<file path="config.mk">
export PLATFORM = sky130hd
export DESIGN_NAME = ddc_regs
export DESIGN_NICKNAME = d
export VERILOG_FILES = /design/src/shared/ddc_pkg.sv /design/src/hdl/ddc_channel.sv /design/src/hdl/ddc_regs.sv
export SDC_FILE = /design/constraint.sdc
export NUM_CORES = 1
export LEC_CHECK = 0
export BUFFER_PORTS_ARGS = -buffer_cell sky130_fd_sc_hd__buf_2
export CELL_PAD_IN_SITES_DETAIL_PLACEMENT = 0
export CELL_PAD_IN_SITES_GLOBAL_PLACEMENT = 2
export CORE_AREA = 2 2 128 130
export CTS_CLUSTER_DIAMETER = 40
export DETAILED_ROUTE_END_ITERATION = 8
export DIE_AREA = 0 0 130 132
export PLACE_DENSITY = 0.67
export SLEW_MARGIN = 10
export SYNTH_ARGS = -nofsm -noshare
export SYNTH_HDL_FRONTEND = slang
export SYNTH_SLANG_ARGS = --single-unit
</file>
<file path="constraint.sdc">
create_clock -name ref_clk -period 2.01 [get_ports ref_clk]
set_input_delay 0.201 -clock ref_clk [delete_from_list [all_inputs] [get_ports ref_clk]]
set_output_delay 0.201 -clock ref_clk [all_outputs]
set_load 0.1 [all_outputs]
</file>
<file path="src/shared/ddc_pkg.sv">
// constants for the dual converter control and data registers
// assumes an 8-bit special function register bus on the core clock
package ddc_pkg;

  localparam int unsigned NUM_CH = 2;
  localparam int unsigned CODE_W = 12;
  localparam int unsigned BYTE_W = 8;
  localparam int unsigned HIGH_NIB_W = 4;

  // register addresses in the special function register space
  localparam logic [7:0] ADDR_CH0_LOW = 8'hf9;
  localparam logic [7:0] ADDR_CH0_HIGH = 8'hfa;
  localparam logic [7:0] ADDR_CH1_LOW = 8'hfb;
  localparam logic [7:0] ADDR_CH1_HIGH = 8'hfc;
  localparam logic [7:0] ADDR_CONTROL = 8'hfd;

  // reset values
  localparam logic [7:0] RST_CONTROL = 8'h04;
  localparam logic [7:0] RST_DATA = 8'h00;

  // converter_control field positions
  localparam int unsigned BIT_MODE8 = 7;
  localparam int unsigned BIT_SPAN_CH1 = 6;
  localparam int unsigned BIT_SPAN_CH0 = 5;
  localparam int unsigned BIT_ZERO_N_CH1 = 4;
  localparam int unsigned BIT_ZERO_N_CH0 = 3;
  localparam int unsigned BIT_SYNC = 2;
  localparam int unsigned BIT_PWR_CH1 = 1;
  localparam int unsigned BIT_PWR_CH0 = 0;

  // 8-bit codes are placed in the top of the 12-bit code
  localparam int unsigned MODE8_PAD_W = CODE_W - BYTE_W;

endpackage

</file>
<file path="src/hdl/ddc_channel.sv">
// one converter channel: the active code and its output conditioning
// assumes load and the held bytes come from the register block, same clock
`timescale 1ns/100ps
module ddc_channel
#(
  parameter int unsigned CODE_W = ddc_pkg::CODE_W
)
(
  input wire logic ref_clk,
  input wire logic rst_n,
  input wire logic load,
  input wire logic [7:0] low_byte,
  input wire logic [7:0] high_byte,
  input wire logic mode8,
  input wire logic zero_force_n,
  input wire logic power_on,
  output logic [CODE_W-1:0] active_code,
  output logic [CODE_W-1:0] drive_code,
  output logic out_enable
);

  typedef struct packed
  {
    logic [CODE_W-1:0] active;
    logic [CODE_W-1:0] drive;
    logic en;
  } ddc_chan_state_t;

  ddc_chan_state_t st;
  ddc_chan_state_t next_st;

  always_comb
  begin
    next_st = st;
    if (load)
    begin
      if (mode8)
      begin
        // only the low byte counts in 8-bit operation
        next_st.active = {low_byte,
          {ddc_pkg::MODE8_PAD_W{1'b0}}};
      end
      else
      begin
        // right-justified: low byte, then high byte's low nibble
        next_st.active = {high_byte[ddc_pkg::HIGH_NIB_W-1:0], low_byte};
      end
    end
    // clearing only gates the drive; the held code survives
    if (!zero_force_n)
    begin
      next_st.drive = '0;
    end
    else
    begin
      next_st.drive = next_st.active;
    end
    // powered off means high impedance at the pin
    next_st.en = power_on;
  end

  always_ff @(posedge ref_clk)
  begin
    if (!rst_n)
    begin
      st <= '0;
    end
    else
    begin
      st <= next_st;
    end
  end

  assign active_code = st.active;
  assign drive_code = st.drive;
  assign out_enable = st.en;

endmodule

</file>
<file path="src/hdl/ddc_regs.sv">
// control and data registers of the dual 12-bit voltage converters
// assumes the core's special function register bus on ref_clk; writes
// and reads are single-cycle strobes, read data follow one cycle later
//
// Overview of operation
// - control bit 7 picks 8-bit (1) or 12-bit (0) width for both channels
// - control bit 6 picks channel 1 span: 1 supply, 0 reference
// - control bit 5 picks channel 0 span: 1 supply, 0 reference
// - control bit 4 low forces channel 1 output to zero volts
// - control bit 3 low forces channel 0 output to zero volts
// - bit 2 high: a channel updates right after its low byte is written
// - bit 2 low holds writes; its rise updates both channels together
// - control bit 1 powers channel 1 on when high
// - control bit 0 powers channel 0 on when high
// - all four data bytes reset to zero; no bit addressing
// - 12-bit code: low byte low 8 bits, high nibble upper 4 bits
// - after reset both channels are off with outputs high impedance
// - buffer bypass routes the unbuffered converter output to the pin
`timescale 1ns/100ps
module ddc_regs
#(
  parameter int unsigned CODE_W = ddc_pkg::CODE_W
)
(
  input wire logic ref_clk,
  input wire logic rst_n,
  input wire logic [7:0] sfr_addr,
  input wire logic sfr_wr,
  input wire logic [7:0] sfr_wdata,
  input wire logic sfr_rd,
  output logic [7:0] sfr_rdata,
  output logic sfr_hit,
  input wire logic buffer_bypass,
  output logic [CODE_W-1:0] ch0_code,
  output logic [CODE_W-1:0] ch1_code,
  output logic ch0_out_enable,
  output logic ch1_out_enable,
  output logic span_select_ch0,
  output logic span_select_ch1,
  output logic mode8,
  output logic buffer_bypass_en
);

  // every flop of the register side; the channel codes live per channel
  typedef struct packed
  {
    logic [7:0] control;
    logic [7:0] ch0_low;
    logic [7:0] ch0_high;
    logic [7:0] ch1_low;
    logic [7:0] ch1_high;
    logic [7:0] rdata;
    logic bypass;
  } ddc_reg_state_t;

  ddc_reg_state_t st;
  ddc_reg_state_t next_st;

  logic [1:0] load;
  logic [7:0] wr_low [2];
  logic [7:0] wr_high [2];
  logic [CODE_W-1:0] drive [2];
  logic [1:0] low_wr;
  logic [1:0] out_en;
  logic [1:0] zero_n;
  logic [1:0] pwr;

  // one decode for every register, used by writes, the hit flag and the load; reads use a case on the address
  function automatic logic addr_hit(input logic [7:0] addr,
                                    input logic [7:0] target);
    addr_hit = (addr == target);
  endfunction

  function automatic logic [7:0] low_addr(input int unsigned ch);
    low_addr = (ch == 0) ? ddc_pkg::ADDR_CH0_LOW : ddc_pkg::ADDR_CH1_LOW;
  endfunction

  logic ctl_wr;
  logic sync_rise;

  always_comb
  begin
    ctl_wr = sfr_wr && addr_hit(sfr_addr, ddc_pkg::ADDR_CONTROL);
    // synchronous transfer on the 0-to-1 edge of the update bit
    // rewriting the bit as 1 does not reload, so a new held pair needs
    // the bit cleared and set again
    sync_rise = ctl_wr && sfr_wdata[ddc_pkg::BIT_SYNC] &&
      !st.control[ddc_pkg::BIT_SYNC];
  end

  always_comb
  begin
    next_st = st;
    // bypass copy follows its config bit one clock later
    next_st.bypass = buffer_bypass;
    // whole-byte writes only
    if (sfr_wr)
    begin
      if (addr_hit(sfr_addr, ddc_pkg::ADDR_CONTROL))
      begin
        next_st.control = sfr_wdata;
      end
      if (addr_hit(sfr_addr, ddc_pkg::ADDR_CH0_LOW))
      begin
        next_st.ch0_low = sfr_wdata;
      end
      if (addr_hit(sfr_addr, ddc_pkg::ADDR_CH0_HIGH))
      begin
        next_st.ch0_high = sfr_wdata;
      end
      if (addr_hit(sfr_addr, ddc_pkg::ADDR_CH1_LOW))
      begin
        next_st.ch1_low = sfr_wdata;
      end
      if (addr_hit(sfr_addr, ddc_pkg::ADDR_CH1_HIGH))
      begin
        next_st.ch1_high = sfr_wdata;
      end
    end
    // unmapped addresses read as zero; a data byte reads back as stored,
    // not as driven, so a cleared channel still shows its programmed byte
    // and rdata holds the last read until the next read strobe
    if (sfr_rd)
    begin
      case (sfr_addr)
        ddc_pkg::ADDR_CONTROL: next_st.rdata = st.control;
        ddc_pkg::ADDR_CH0_LOW: next_st.rdata = st.ch0_low;
        ddc_pkg::ADDR_CH0_HIGH: next_st.rdata = st.ch0_high;
        ddc_pkg::ADDR_CH1_LOW: next_st.rdata = st.ch1_low;
        ddc_pkg::ADDR_CH1_HIGH: next_st.rdata = st.ch1_high;
        default: next_st.rdata = 8'h00;
      endcase
    end
  end

  always_ff @(posedge ref_clk)
  begin
    if (!rst_n)
    begin
      // power-on values: update bit set, channels off
      // rdata and bypass copy clear too, so nothing stale leaves the block
      st.control <= ddc_pkg::RST_CONTROL;
      st.ch0_low <= ddc_pkg::RST_DATA;
      st.ch0_high <= ddc_pkg::RST_DATA;
      st.ch1_low <= ddc_pkg::RST_DATA;
      st.ch1_high <= ddc_pkg::RST_DATA;
      st.rdata <= 8'h00;
      st.bypass <= 1'b0;
    end
    else
    begin
      st <= next_st;
    end
  end

  always_comb
  begin
    // the channel sees the bytes as they stand after this cycle's write,
    // so an immediate update carries the byte just written
    wr_low[0] = next_st.ch0_low;
    wr_high[0] = next_st.ch0_high;
    wr_low[1] = next_st.ch1_low;
    wr_high[1] = next_st.ch1_high;
    zero_n[0] = st.control[ddc_pkg::BIT_ZERO_N_CH0];
    zero_n[1] = st.control[ddc_pkg::BIT_ZERO_N_CH1];
    pwr[0] = st.control[ddc_pkg::BIT_PWR_CH0];
    pwr[1] = st.control[ddc_pkg::BIT_PWR_CH1];
  end

  // high byte alone never moves the output; software orders the bytes
  // so the pair is consistent when the low byte lands
  // a loaded code is not reformatted by a later mode change: the width
  // is taken at load time, so software rewrites the low byte after it
  always_comb
  begin
    for (int ch = 0; ch < ddc_pkg::NUM_CH; ch++)
    begin
      low_wr[ch] = sfr_wr && addr_hit(sfr_addr, low_addr(ch));
      // immediate update on a low-byte write while the bit is high
      load[ch] = (low_wr[ch] && st.control[ddc_pkg::BIT_SYNC]) ||
        sync_rise;
    end
  end

  // one conditioning stage per channel; its code register is the
  // active code, the byte registers here are what software wrote
  for (genvar ch = 0; ch < ddc_pkg::NUM_CH; ch++)
  begin : g_ch
    ddc_channel #(
      .CODE_W(CODE_W)
    ) u_chan (
      .ref_clk(ref_clk),
      .rst_n(rst_n),
      .load(load[ch]),
      .low_byte(wr_low[ch]),
      .high_byte(wr_high[ch]),
      .mode8(st.control[ddc_pkg::BIT_MODE8]),
      .zero_force_n(zero_n[ch]),
      .power_on(pwr[ch]),
      .active_code(),
      .drive_code(drive[ch]),
      .out_enable(out_en[ch])
    );
  end

  assign sfr_rdata = st.rdata;
  // address match for the core's read mux; needs no strobe
  assign sfr_hit = addr_hit(sfr_addr, ddc_pkg::ADDR_CONTROL) ||
    addr_hit(sfr_addr, ddc_pkg::ADDR_CH0_LOW) ||
    addr_hit(sfr_addr, ddc_pkg::ADDR_CH0_HIGH) ||
    addr_hit(sfr_addr, ddc_pkg::ADDR_CH1_LOW) ||
    addr_hit(sfr_addr, ddc_pkg::ADDR_CH1_HIGH);
  assign ch0_code = drive[0];
  assign ch1_code = drive[1];
  assign ch0_out_enable = out_en[0];
  assign ch1_out_enable = out_en[1];
  // span bits go straight to the converters' range switches
  assign span_select_ch0 = st.control[ddc_pkg::BIT_SPAN_CH0];
  assign span_select_ch1 = st.control[ddc_pkg::BIT_SPAN_CH1];
  assign mode8 = st.control[ddc_pkg::BIT_MODE8];
  // bypass does not check the span; software keeps them consistent
  assign buffer_bypass_en = st.bypass;

endmodule

</file>
==> results of run 1 <==
metal layers:
layer  GRT usage  share of wire
met5           0              0
met4      0.0412          0.011
met3      0.0337          0.040
met2       0.219           0.46
met1       0.205           0.49
area by class of cell:
cell class                 count  area (sq um)
tap                          216           270
fill                        1655         10500
timing repair buffer          88           526
multi-input combinational    299          2110
inverter                       3          11.3
clock buffer                  10           229
clock inverter                 4          53.8
sequential                    99          1980
logic make-up (layout without fill, tap and decap cells):
logic type,Yosys count,count (layout)
buf+inv,40,105
flops,99,99
simple gates,140,140
mux,77,77
compound gates,82,82
cell usage in the layout, fill, tap and decap left out, drive strengths merged, types with 6 or more instances in the layout:
master  netlist  routed
a21boi        7       7
clkbuf       15      10
buf          22      88
nor2         17      17
a21oi        16      16
mux2i        69      69
nor2b        56      56
mux2          8       8
nand3        12      12
nand2        27      27
a22oi        12      12
o21ai        18      18
o22ai         6       6
dfxtp        99      99
worst reg2reg max path, stage by stage (launching register included):
cell	delay, ns
dfxtp_1	0.35
and4bb_1	0.30
nor2_1	0.07
or3_1	0.44
a221o_1	0.33
a21oi_1	0.19
state kept, by name, summed over array words and instances, names as in the netlist:
signal / cells
g_ch.u_chan.active_code: 24
span_select_ch0: 1
g_ch.u_chan.drive_code: 24
buffer_bypass_en: 1
mode8: 1
st: 35
g_ch.u_chan.out_enable: 2
span_select_ch1: 1
sfr_rdata: 8
pwr: 2
power groups by stage:
stage | Sequential, mW | Combinational [mW] | Clock [mW]
after floorplan | 2.03 | 0.169 | 0
after global placement | 2.02 | 0.255 | 0
after detailed placement | 2.02 | 0.255 | 0
after CTS | 1.97 | 0.256 | 1.75
after global routing | 1.97 | 0.274 | 1.83
final | 1.97 | 0.254 | 1.68
per-stage QoR:
step	area (sq um)	hold WS, ns	setup slack, ns	instances	power [mW]
floorplan	4330	0.326	0.00868	438	2.20
finish	5190	0.0536	0.236	719	3.91
detailed placement	4900	0.412	0.0182	705	2.27
CTS	5190	0.0404	0.212	719	3.98
global placement	4900	0.408	0.0321	705	2.27
global route	5190	0.0499	0.129	719	4.08
final timing paths:
path,from,to,slack (ns)
worst max-delay path,st[43]$_SDFFE_PN1P_,g_ch[1].u_chan.drive_code[9]$_SDFF_PN0_,0.24
worst min-delay path,buffer_bypass,buffer_bypass_en$_SDFF_PN0_,0.05
worst max register to register,st[43]$_SDFFE_PN1P_,g_ch[1].u_chan.drive_code[9]$_SDFF_PN0_,0.24
worst min register to register,g_ch[1].u_chan.active_code[8]$_SDFF_PN0_,g_ch[1].u_chan.active_code[8]$_SDFF_PN0_,0.46
==> results.md, run 1 <==
Status:
- The run finished with clean final reports.

Worst setup path:
- Traced cell by cell, the critical path runs through and4bb_1 -> nor2_1 -> or3_1 -> a221o_1 -> a21oi_1.
- The slowest stage of the critical path belongs to the cell or3_1.
- The critical path in this run is classified as reg -> reg.
- Counting both buffers and inverters, the worst setup path holds a total of 0.
- The logic depth of the worst register-to-register path is 5.
- For the worst setup path, the data arrival time is 2.03 ns.
- The worst setup path is captured at a flip-flop.
- The critical path crosses 5 cells after its start point.
- The worst setup path is launched from a flip-flop.
- The delay of the slowest cell on the worst path is 0.44 ns.
- The critical path required time is 2.27 ns.
- The critical-path maximum fanout is 6.
- The kind of cell with the highest combined delay along the critical path is simple AND/OR/NAND/NOR gates.

Layout:
- The number of antenna repair diodes is 0.
- The area overhead of the layout relative to synthesis is 19.9%.
- Measured on the finished design, the core utilization comes to 0.330.
- In the final design database the tool counted 521 nets.
- The proportion of layout cells with a drive suffix above 1 is 0.233.

Floorplanning:
- The total area inside the core boundary comes to 15700 sq um.
- In this run the horizontal extent of the chip is 130 um.
- The area of the die is 17200 sq um.
- The total I/O pin count is 60.
- The starting density of the core is 0.275.
- The die span in y is 132 um.
- The cell row count is 46.

Synthesis:
- After technology mapping, the gate count stands at 438.
- In the synthesized netlist the dominant register cell turns out to be dfxtp_1.
- The net count of the mapped netlist is 459.
- The number of storage elements in the synthesis netlist is 99.
- Of the synthesized area, sequential elements account for 0.458.
- The number of different library cells used by synthesis comes to 44.
- By area, the combinational part of the netlist is dominated by simple AND/OR/NAND/NOR gates.
- Of the total synthesized cell area, the portion taken by XOR and XNOR cells is 0.
- After synthesis, the cell types taking the most area are dfxtp_1 (46%), mux2i_1 (16%), nor2b_1 (8.1%).
- Counting flops with a built-in enable in the synthesized netlist gives 0.
- The fraction of the mapped netlist area in compound gates is 0.125.
- In the synthesized netlist the async set-or-reset flop fraction comes to 0.
- Of all cell types, the one taking the most synthesized area is dfxtp_1.
- The share of synthesized area spent on multiplexers is 0.180.
- The area share of and/or/nand/nor cells after synthesis is 0.182.
- After synthesis the cells add up to 4330 sq um.
- Yosys instantiated no cell more often than dfxtp_1.
- The portion of synthesized cell area occupied by the leading cell type is 0.458.
- The number of warnings printed during yosys synthesis is 0.
- The share of synthesized cell area in full adder, half adder and majority cells is 0.
- The synthesized area divided by synthesized cell count is 9.88 sq um.
- In the synthesized netlist, the cells that appear most often are dfxtp_1 (99), mux2i_1 (69), nor2b_1 (56), nand2_1 (27), nor2_1 (17).

STA:
- The count of final max-slew check failures came to 0.
- The final hold violation count is 0.
- The final sum of negative setup slack is 0 ns.
- At the pin with the least slew margin, the transition time is 0.499 ns.
- After layout, the minimum clock period comes to 1.77 ns.
- The worst max-slew margin expressed relative to the limit is 0.670.
- The part of the cycle the worst path needs is 0.883.
- Setup repair after global routing left no endpoint under its margin.
- The count of endpoints failing setup in the final report is 0.
- For the final database, setup skew stands at 0.0119 ns.
- The maximum operating frequency is 564 MHz.

Route:
- The first-pass detailed-route iteration total is 4.
- Dividing the detail-routed via count by the number of cells gives 4.63.
- After detailed routing, the average wire length per cell comes to 16.5 um.
- The detailed router placed 3329 vias in this run.
- For this run, design rule violations remaining after detail routing come to 0.
- The final wirelength is 11.8 mm.
- The number of design-rule violations left by the first detailed-router iteration is 193.
- The detail route stage leaves a number of antenna-violating nets equal to 0.

Clocking:
- Clock-pin slew was measured on the worst setup and hold paths at 0.07 ns.
- The number of buffers added to fix hold violations after cts is 0.
- The number of gates resized after CTS was 0.
- TritonCTS built the clock tree.
- In this run the number of H-tree levels came out at 3.
- The count of clock tree sinks is 99.
- Buffers inserted during clock tree synthesis total 9.
- The clock tree buffer depth is 2.
- The tree is rooted in a clkbuf_16.
- The number of setup buffers added after CTS is 0.
- For the worst-skew pair, the clock arrives at the later sink with an insertion delay of 0.35 ns.

Power and ir drop:
- Of the total power, the clock network draws 0.430.
- The maximum vdd ir drop is 360 uV.
- The switching share of total power is 0.232.
- Summed over all cells, the static leakage comes to 2.03 nW.
- The total internal power is 3.00 mW.
- The power density of the placed cells is 753 nW/um^2.
- The sequential fraction of design power is 0.505.
- The switching power summed over all nets is 0.907 mW.
- The portion of total power attributed to combinational logic is 0.065.

Place:
- Buffers placed on the I/O ports in this run total 59.
- The HPWL after detailed placement is 8.86 mm.
- Routability-driven placement finished with a final weighted congestion of 0.843.

GRT:
- In the global route stage, overall resource usage came out at 0.145.
- After global routing the overflow that remains totals 0.
- The via count of the first global-routing pass came to 3379.
- The largest net degree at the start of global routing is 23.
- The number of antenna violations at the first check in global routing was 0.
- The first global-routing pass estimated 19.0 mm of wire.

Min path:
- The classification of the worst-slack hold path is in -> reg.
- The hold path depth is 2.

Run:
- The count of max-cap constraint violations is 0.
Power figures use the tool's default switching activity.
==> run 2, diff against run 1 <==
- ABC_AREA: unset -> 1
- CORE_AREA: 2 2 128 130 -> 2 2 126 128
- DIE_AREA: 0 0 130 132 -> 0 0 128 130
- PLACE_DENSITY: 0.67 -> 0.73
==> run 2 against run 1 <==
Compared with the run above:
- first-iteration DRC count is 16% higher
- die area is 3.0% lower
- non-clock buffer count is 18 lower
- clock power is 7% higher
- total power is 2.5% higher
- largest cell class is now sequential cells
==> results.md, run 2 <==
Status:
- The flow ran to the end, and the final reports show no timing, DRC or antenna violations.

Power and ir drop:
- The maximum vdd ir drop was 377 uV (+4.7%).
- The static leakage is 2.13 nW (+4.9%).
- The total chip power is 4.00 mW (+2.5%).
- The power density of the placed cells is 812 nW/um^2 (+7.8%).

Route:
- The number of design-rule violations left by the first detailed-router iteration is 224 (+16%).
- The ratio of routed vias to standard cells is 4.65 (+0.33%).
- The antenna violation net count after detailed routing is 0 (unchanged).
- The first-pass detailed-route iteration total came to 4 (unchanged).
- The final wirelength is 12.1 mm (+2.2%).
- The detail-routed net length per standard cell is 15.1 um (-8.6%).
- The DRC violation count after routing was 0 (unchanged).
- The total number of vias is 3735 (+12%).

Place:
- The placed cell count is 788 (+12%).
- The final HPWL from detailed placement is 8.74 mm (-1.4%).
- The final weighted congestion of routability-driven global placement is 0.821 (-2.6%).
- The instance area after placement was 4630 sq um (-5.7%).
- The number of port buffers is 59 (unchanged).

Synthesis:
- By count the netlist is led by nand2_1 (118), dfxtp_1 (99), inv_1 (54), nor2_1 (52), a21oi_1 (47).
- The total standard cell area after synthesis is 4180 sq um (-3.3%).
- By area the synthesized netlist is led by dfxtp_1 (47%), nand2_1 (11%), a21oi_1 (5.6%).
- For this run, the leading register cell type out of synthesis is dfxtp_1.
- The number of unique standard cell types used by synthesis is 26 (-41%).
- The dominant cell by count in the synthesized netlist is nand2_1.
- The sequential area share after synthesis is 0.474 (+0.0156).
- The portion of synthesized cell area occupied by the leading cell type is 0.474 (+0.0156).
- The net count of the mapped netlist is 582 (+27%).
- The number of storage elements in the synthesis netlist is 99 (unchanged).
- The number of warnings printed during yosys synthesis is 0 (unchanged).
- The synthesized area divided by synthesized cell count is 7.46 sq um (-24%).
- The number of enable flip-flop cells after synthesis is 0 (unchanged).
- The fraction of synthesis flops using an asynchronous set or reset pin is 0 (unchanged).
- The cell count after synthesis is 561 (+28%).
- The cell accounting for the most synthesized area is dfxtp_1.

Worst setup path:
- The critical path starts at sfr_addr[5].
- The delay of the slowest cell on the worst path is 0.30 ns (-0.14 ns).
- The most critical setup path has its endpoint at sfr_hit.
- The sort of element at the start of the critical path is a primary input.
- The worst endpoint data arrival time was 1.47 ns (-0.56 ns).
- The family with the most delay on the worst path is simple AND/OR/NAND/NOR gates.
- The critical-path maximum fanout came to 24 (+18).
- The critical path is of the in -> out type.
- The critical path required time came to 1.81 ns (-0.46 ns).
- The most prevalent standard cell on the critical path is nand2_1.
- The startpoint identified for the worst register-to-register timing path is mode8$_SDFFE_PN0P_.
- The critical path goes through buf_2 -> nand2_1 -> nor2_8 -> nand2_1 -> nand4_1 -> buf_12.
- The buffers plus inverters on the worst setup path was 2 (+2).
- The worst-case register-to-register setup slack is 0.49 ns (+0.25 ns).
- The kind of end point of the critical path is an output port.
- The cell with the largest stage delay on the worst path is nor2_8.
- The reg-to-reg critical path endpoint is sfr_rdata[7]$_SDFFE_PN0P_.
- The logic depth of the worst register-to-register path is 4 (-1).
- The critical path depth is 6 (+1).

STA:
- Setup repair after global routing left no endpoint under its margin.
- The final sum of negative setup slack is 0 ns (unchanged).
- The part of the cycle the worst path needs is 0.830 (-0.0525).
- The worst hold-check slack is 0.0349 ns (-0.0188 ns).
- The count of final max-slew check failures is 0 (unchanged).
- The final hold violation count is 0 (unchanged).
- The maximum operating frequency is 599 MHz (+6.3%).
- The count of endpoints failing setup in the final report is 0 (unchanged).
- The clock period minus worst slack is 1.67 ns (-0.106 ns).
- The post-route clock skew is 0.00619 ns (-0.00572 ns).
- The worst max-slew margin expressed relative to the limit is 0.491 (-0.179).
- The slew of the pin with the lowest slew margin was 0.763 ns (+0.264 ns).

Floorplanning:
- The area of the die was 16600 sq um (-3.0%).
- The die span in y is 130 um (-1.5%).
- The chip width is 128 um (-1.5%).
- The cell row count was 46 (unchanged).
- The total I/O pin count is 60 (unchanged).
- The total core area is 15400 sq um (-1.8%).
- The starting density of the core is 0.271 (-0.00411).

GRT:
- The largest net degree at the start of global routing is 49 (+110%).
- The wire length of the first global-routing pass is 19.7 mm (+3.5%).
- The number of antenna violations at the first check in global routing is 0 (unchanged).
- The via count of the first global-routing pass is 3644 (+7.8%).
- The aggregate global routing overflow is 0 (unchanged).
- The total routing usage reported by global routing is 0.155 (+0.0102).

Clocking:
- The count of clock tree sinks is 99 (unchanged).
- The number of buffers created by CTS is 9 (unchanged).
- The quantity of gates resized following cts is 0 (unchanged).
- The clock tree buffer depth is 2 (unchanged).
- The root buffer cell is clkbuf_16.
- The clock-pin slew on the worst setup and hold paths came to 0.07 ns (about the same).
- The insertion delay of the later-clocked pin in the worst-skew pair is 0.35 ns (about the same).
- The TritonCTS clock tree is built.
- The total setup buffers inserted after CTS came to 0 (unchanged).
- The maximum level of the CTS H-tree is 3 (unchanged).
- The number of buffers added to fix hold violations after cts is 0 (unchanged).

Min path:
- The classification of the worst-slack hold path is in -> reg.

Layout:
- The final non-filler cell area came to 4930 sq um (-5.0%).
- The area overhead of the layout relative to synthesis is 17.8%.
- The number of antenna repair diodes is 0 (unchanged).
- The filler cell count in the final layout is 1680 (+1.5%).
- The number of non-filler instances in the completed layout was 804 (+12%).
- The net total in the final layout is 628 (+21%).
- The number of flip-flops under the largest register name came to 35 (unchanged).
- In the layout the commonest cells are nand2_1 (118), dfxtp_1 (99), buf_2 (58).
- Ranked by flip-flop count, first place goes to st.
- The proportion of layout cells with a drive suffix above 1 was 0.183 (-0.0496).
- Leaving out fill and tap cells, the most frequent cell in the layout is nand2_1.

Run:
- The count of max-cap constraint violations came to 0 (unchanged).
## run 2: area by class of cell
cell class | count | area [sq um] | share of cell area
tap | 192 | 240 | 0.0487
clock buffer | 10 | 229 | 0.0465
multi-input combinational | 370 | 1780 | 0.361
clock inverter | 6 | 73.8 | 0.0150
sequential | 99 | 1980 | 0.402
timing repair buffer | 70 | 405 | 0.0823
inverter | 57 | 219 | 0.0444
## run 2: tightest hold or removal path: cells and delay by family
kind	cells	cell delay (ns)
buffers and inverters	2	0.12
AND/OR/NAND/NOR	1	0.04
## run 2: stage by stage
stage                util  worst slack (ns)
floorplan               -             0.116
global placement    0.300             0.171
detailed placement  0.300             0.143
CTS                 0.320             0.335
global route        0.320             0.217
finish              0.320             0.341
## run 2: worst min path at each step
stage	start	endpoint	slack [ns]	cells past startpoint
finish	buffer_bypass	buffer_bypass_en$_SDFF_PN0_	0.03	3
detailed placement	buffer_bypass	buffer_bypass_en$_SDFF_PN0_	0.40	3
global placement	buffer_bypass	buffer_bypass_en$_SDFF_PN0_	0.39	3
global route	buffer_bypass	buffer_bypass_en$_SDFF_PN0_	0.04	3
floorplan	buffer_bypass	buffer_bypass_en$_SDFF_PN0_	0.30	2
CTS	buffer_bypass	buffer_bypass_en$_SDFF_PN0_	0.02	3
## run 2: kinds of logic (layout without fill, tap and decap cells)
kind of cell	count (synthesis)	count (layout)	share of synthesized area
flops	99	99	0.474
compound gates	104	104	0.128
simple gates	266	266	0.297
buf+inv	92	143	0.101
## run 2: layer usage
| layer | GRT usage | vias to the layer above | wire length (um) |
|---|---|---|---|
| met1 | 0.206 | 1727 | 5760 |
| li1 | - | 1919 | - |
| met2 | 0.244 | 73 | 5490 |
| met5 | 0 | - | 0 |
| met4 | 0.0692 | 0 | 293 |
| met3 | 0.0340 | 16 | 554 |
## run 2: report_power, final
part / leakage, nW / total (mW) / internal, mW / switching [mW]
logic: 1.19 / 0.236 / 0.0524 / 0.184
registers: 0.799 / 1.97 / 1.97 / 0.00381
clock network: 0.141 / 1.79 / 0.982 / 0.811
total: 2.13 / 4.00 / 3.01 / 0.999
==> run 3, diff against run 2 <==
- PLACE_DENSITY: 0.73 -> 0.75
- clock period: 2.01 -> 1.3 ns (I/O delays scaled with it)
==> run 3 against run 2 <==
Compared with the run above:
- clock-buffer cell count did not move
- clock power increased by 44%
- critical path depth is 2 higher
==> results.md, run 3 (synthesized netlist as in run 2, its figures left out) <==
Worst setup path:
- The logic depth of the worst register-to-register path is 6 (+2).
- The worst setup path is launched from a primary input.
- The delay of the slowest cell on the worst path came to 0.25 ns (-0.05 ns).
- In this design, the critical path's most frequently occurring cell is buf_6.
- The start of the worst register-to-register path is st[43]$_SDFFE_PN1P_.
- The cell with the largest stage delay on the worst path is buf_12.
- The worst endpoint data arrival time came to 1.15 ns (-0.32 ns).
- The kind of cell with the highest combined delay along the critical path is buffers and inverters.
- The reg-to-reg critical path endpoint is g_ch[1].u_chan.drive_code[11]$_SDFF_PN0_.
- Walking the worst path, the cells encountered are buf_4 -> nand2_8 -> nor2_8 -> buf_6 -> buf_6 -> o21ai_2 -> nand4_1 -> buf_12.
- The critical-path maximum fanout is 5 (-79%).
- The most critical setup path has its startpoint at sfr_addr[7].
- The critical path is of the in -> out type.
- The buffers plus inverters on the worst setup path came to 4 (+2).
- The worst setup path is captured at an output port.
- The critical path required time is 1.17 ns (-0.64 ns).
- The worst-case register-to-register setup slack was 0.09 ns (-0.40 ns).

Layout:
- From synthesis to final layout, the design area changed by 32.0%.
- The filler cell count in the final layout is 1655 (-1.5%).
- The number of flip-flops under the largest register name is 35 (unchanged).
- The proportion of layout cells with a drive suffix above 1 is 0.264 (+0.0813).
- Leaving out fill and tap cells, the most frequent cell in the layout is nand2_1.
- The top cell types in the final layout, fill and taps aside, are nand2_1 (113), dfxtp_1 (96), buf_4 (59).
- Counting flops per register, the top entry is st.
- The area taken by multi-input logic gates is 1860 sq um (+4.7%).
- The area of all sequential standard cells was 1990 sq um (+0.32%).
- The final non-filler cell area is 5520 sq um (+12%).
- The number of antenna repair diodes came to 0 (unchanged).
- The net total in the final layout was 682 (+8.6%).
- The number of non-filler instances in the completed layout is 858 (+6.7%).

Route:
- The total number of vias is 4007 (+7.3%).
- The ratio of routed vias to standard cells was 4.67 (+0.53%).
- The met2 routed wirelength is 6.16 mm (+12%).
- The met1 wire length is 5.83 mm (+1.2%).
- The wire length on met3 is 551 um (-0.54%).
- The highest routing layer actually used is met4.
- The DRC violation count after routing is 0 (unchanged).
- The number of design-rule violations left by the first detailed-router iteration is 288 (+29%).
- The first-pass detailed-route iteration total was 5 (+1).
- The final wirelength is 12.9 mm (+6.8%).
- The detail-routed net length per standard cell came to 15.1 um (about the same).
- The antenna violation net count after detailed routing is 0 (unchanged).

Place:
- The placed cell count came to 828 (+5.1%).
- The final weighted congestion of routability-driven global placement came to 0.846 (+3.1%).
- The instance area after placement is 5030 sq um (+8.8%).
- The placement-stage worst setup slack came to -0.292 ns (-0.435 ns).
- The final HPWL from detailed placement is 9.38 mm (+7.3%).
- The number of port buffers is 59 (unchanged).

GRT:
- The aggregate global routing overflow is 0 (unchanged).
- The number of antenna violations at the first check in global routing is 0 (unchanged).
- The wire length of the first global-routing pass is 20.9 mm (+6.2%).
- The via count of the first global-routing pass is 4032 (+11%).
- The largest net degree at the start of global routing came to 49 (unchanged).
- The total routing usage reported by global routing is 0.165 (+0.0101).

Clocking:
- The count of clock tree sinks was 99 (unchanged).
- The insertion delay of the later-clocked pin in the worst-skew pair is 0.36 ns (about the same).
- The TritonCTS clock tree is built.
- The maximum level of the CTS H-tree is 3 (unchanged).
- The clock-pin slew on the worst setup and hold paths is 0.07 ns (about the same).
- The number of buffers created by CTS is 9 (unchanged).
- The clock tree buffer depth came to 2 (unchanged).
- The tree is rooted in a clkbuf_16.

Min path:
- The path with the worst hold slack has its endpoint at st[14]$_SDFFE_PN0P_.
- In this run the worst hold path is classified as in -> reg.
- The startpoint identified for the worst hold timing path is sfr_wdata[5].
- The hold path depth was 3 (unchanged).

Power and ir drop:
- The maximum vdd ir drop came to 716 uV (+90%).
- The total chip power was 6.09 mW (+52%).
- The static leakage came to 2.45 nW (+15%).
- The power density of the placed cells was 1100 nW/um^2 (+36%).

STA:
- Setup repair after global routing could not meet its margin everywhere.
- The maximum operating frequency is 781 MHz.
- The slew of the pin with the lowest slew margin is 0.510 ns (-0.253 ns).
- The clock period minus worst slack is 1.28 ns.
- The final hold violation count came to 0 (unchanged).
- The count of endpoints failing setup in the final report was 0 (unchanged).
- The post-route clock skew is 0.0118 ns (+0.00556 ns).
- In the finished design, the share of the clock period the worst path needs comes to 0.985.
- The count of final max-slew check failures is 0 (unchanged).
- The post-route worst setup slack is 0.0199 ns (-0.321 ns).
- The worst max-slew margin expressed relative to the limit is 0.659 (+0.169).

Floorplanning:
- The starting density of the core is 0.271 (unchanged).
- The total core area is 15400 sq um (unchanged).
- The total I/O pin count is 60 (unchanged).
- The chip width is 128 um (unchanged).
- The area of the die came to 16600 sq um (unchanged).
- The die span in y is 130 um (unchanged).
- The cell row count is 46 (unchanged).

Status:
- The flow ran to the end, and the final reports show no timing, DRC or antenna violations.

Run:
- The count of max-cap constraint violations is 0 (unchanged).
[run 3: cell types whose count changed in the layout (fill, tap and decap cells not counted), moves of 2 or more]
cell and change:
buf_12 +6, buf_2 -9, buf_4 +49, buf_6 +5, dfxtp_1 -3, dfxtp_2 +2
inv_1 -2, nand2_1 -5, nand2_4 +4, nand2_8 +2, nor2_2 -2, nor2_4 +2
o21ai_0 -2
[run 3: per-stage QoR]
step,utilization,hold slack (ns),TNS [ns]
after floorplan,-,0.228,-0.305
after global placement,0.326,0.327,-12.74
after detailed placement,0.326,0.326,-13.21
after CTS,0.350,0.0891,-0.0199
after global routing,0.358,0.113,-0.0967
final,0.358,0.105,0
[run 3: cell type report]
| class | count | area share |
|---|---|---|
| sequential | 99 | 0.360 |
| multi-input combinational | 371 | 0.337 |
| timing repair buffer | 123 | 0.168 |
| tap | 192 | 0.0435 |
| clock buffer | 10 | 0.0414 |
| inverter | 57 | 0.0405 |
| clock inverter | 6 | 0.00906 |
[run 3: metal layers]
metal  vias to the layer above  track usage
met5                         -            0
met2                        90        0.275
met3                        22       0.0369
met1                      1858        0.205
met4                         0       0.0776
li1                       2037            -
[run 3: worst max-delay path by stage]
stage / endpoint / depth (start not counted) / slack (ns)
floorplan: sfr_hit / 6 / -0.30
global placement: g_ch[1].u_chan.drive_code[11]$_SDFF_PN0_ / 10 / -0.25
detailed placement: sfr_rdata[5]$_SDFFE_PN0P_ / 10 / -0.29
CTS: sfr_hit / 8 / -0.02
global route: g_ch[0].u_chan.drive_code[0]$_SDFF_PN0_ / 12 / -0.05
finish: sfr_hit / 8 / 0.02
[run 3: tightest hold or removal path, delay by kind of cell]
family,cells,cell delay [ns]
AOI/OAI and AO/OA,2,0.18
buffers and inverters,1,0.11
[run 3: power breakdown]
| part | switching, mW | internal, mW | total, mW |
|---|---|---|---|
| clock network | 1.25 | 1.32 | 2.58 |
| logic | 0.316 | 0.140 | 0.457 |
| registers | 0.00699 | 3.05 | 3.05 |
[run 3: timing repair]
action                                 4_1_cts  5_1_grt
setup endpoints to repair                    3       41
gates resized for setup                     13       16
gates cloned                                 0        1
hold buffers                                 1        0
buffers inserted                             5        9
pin swaps                                    3       10
endpoints found under the hold margin        1        0
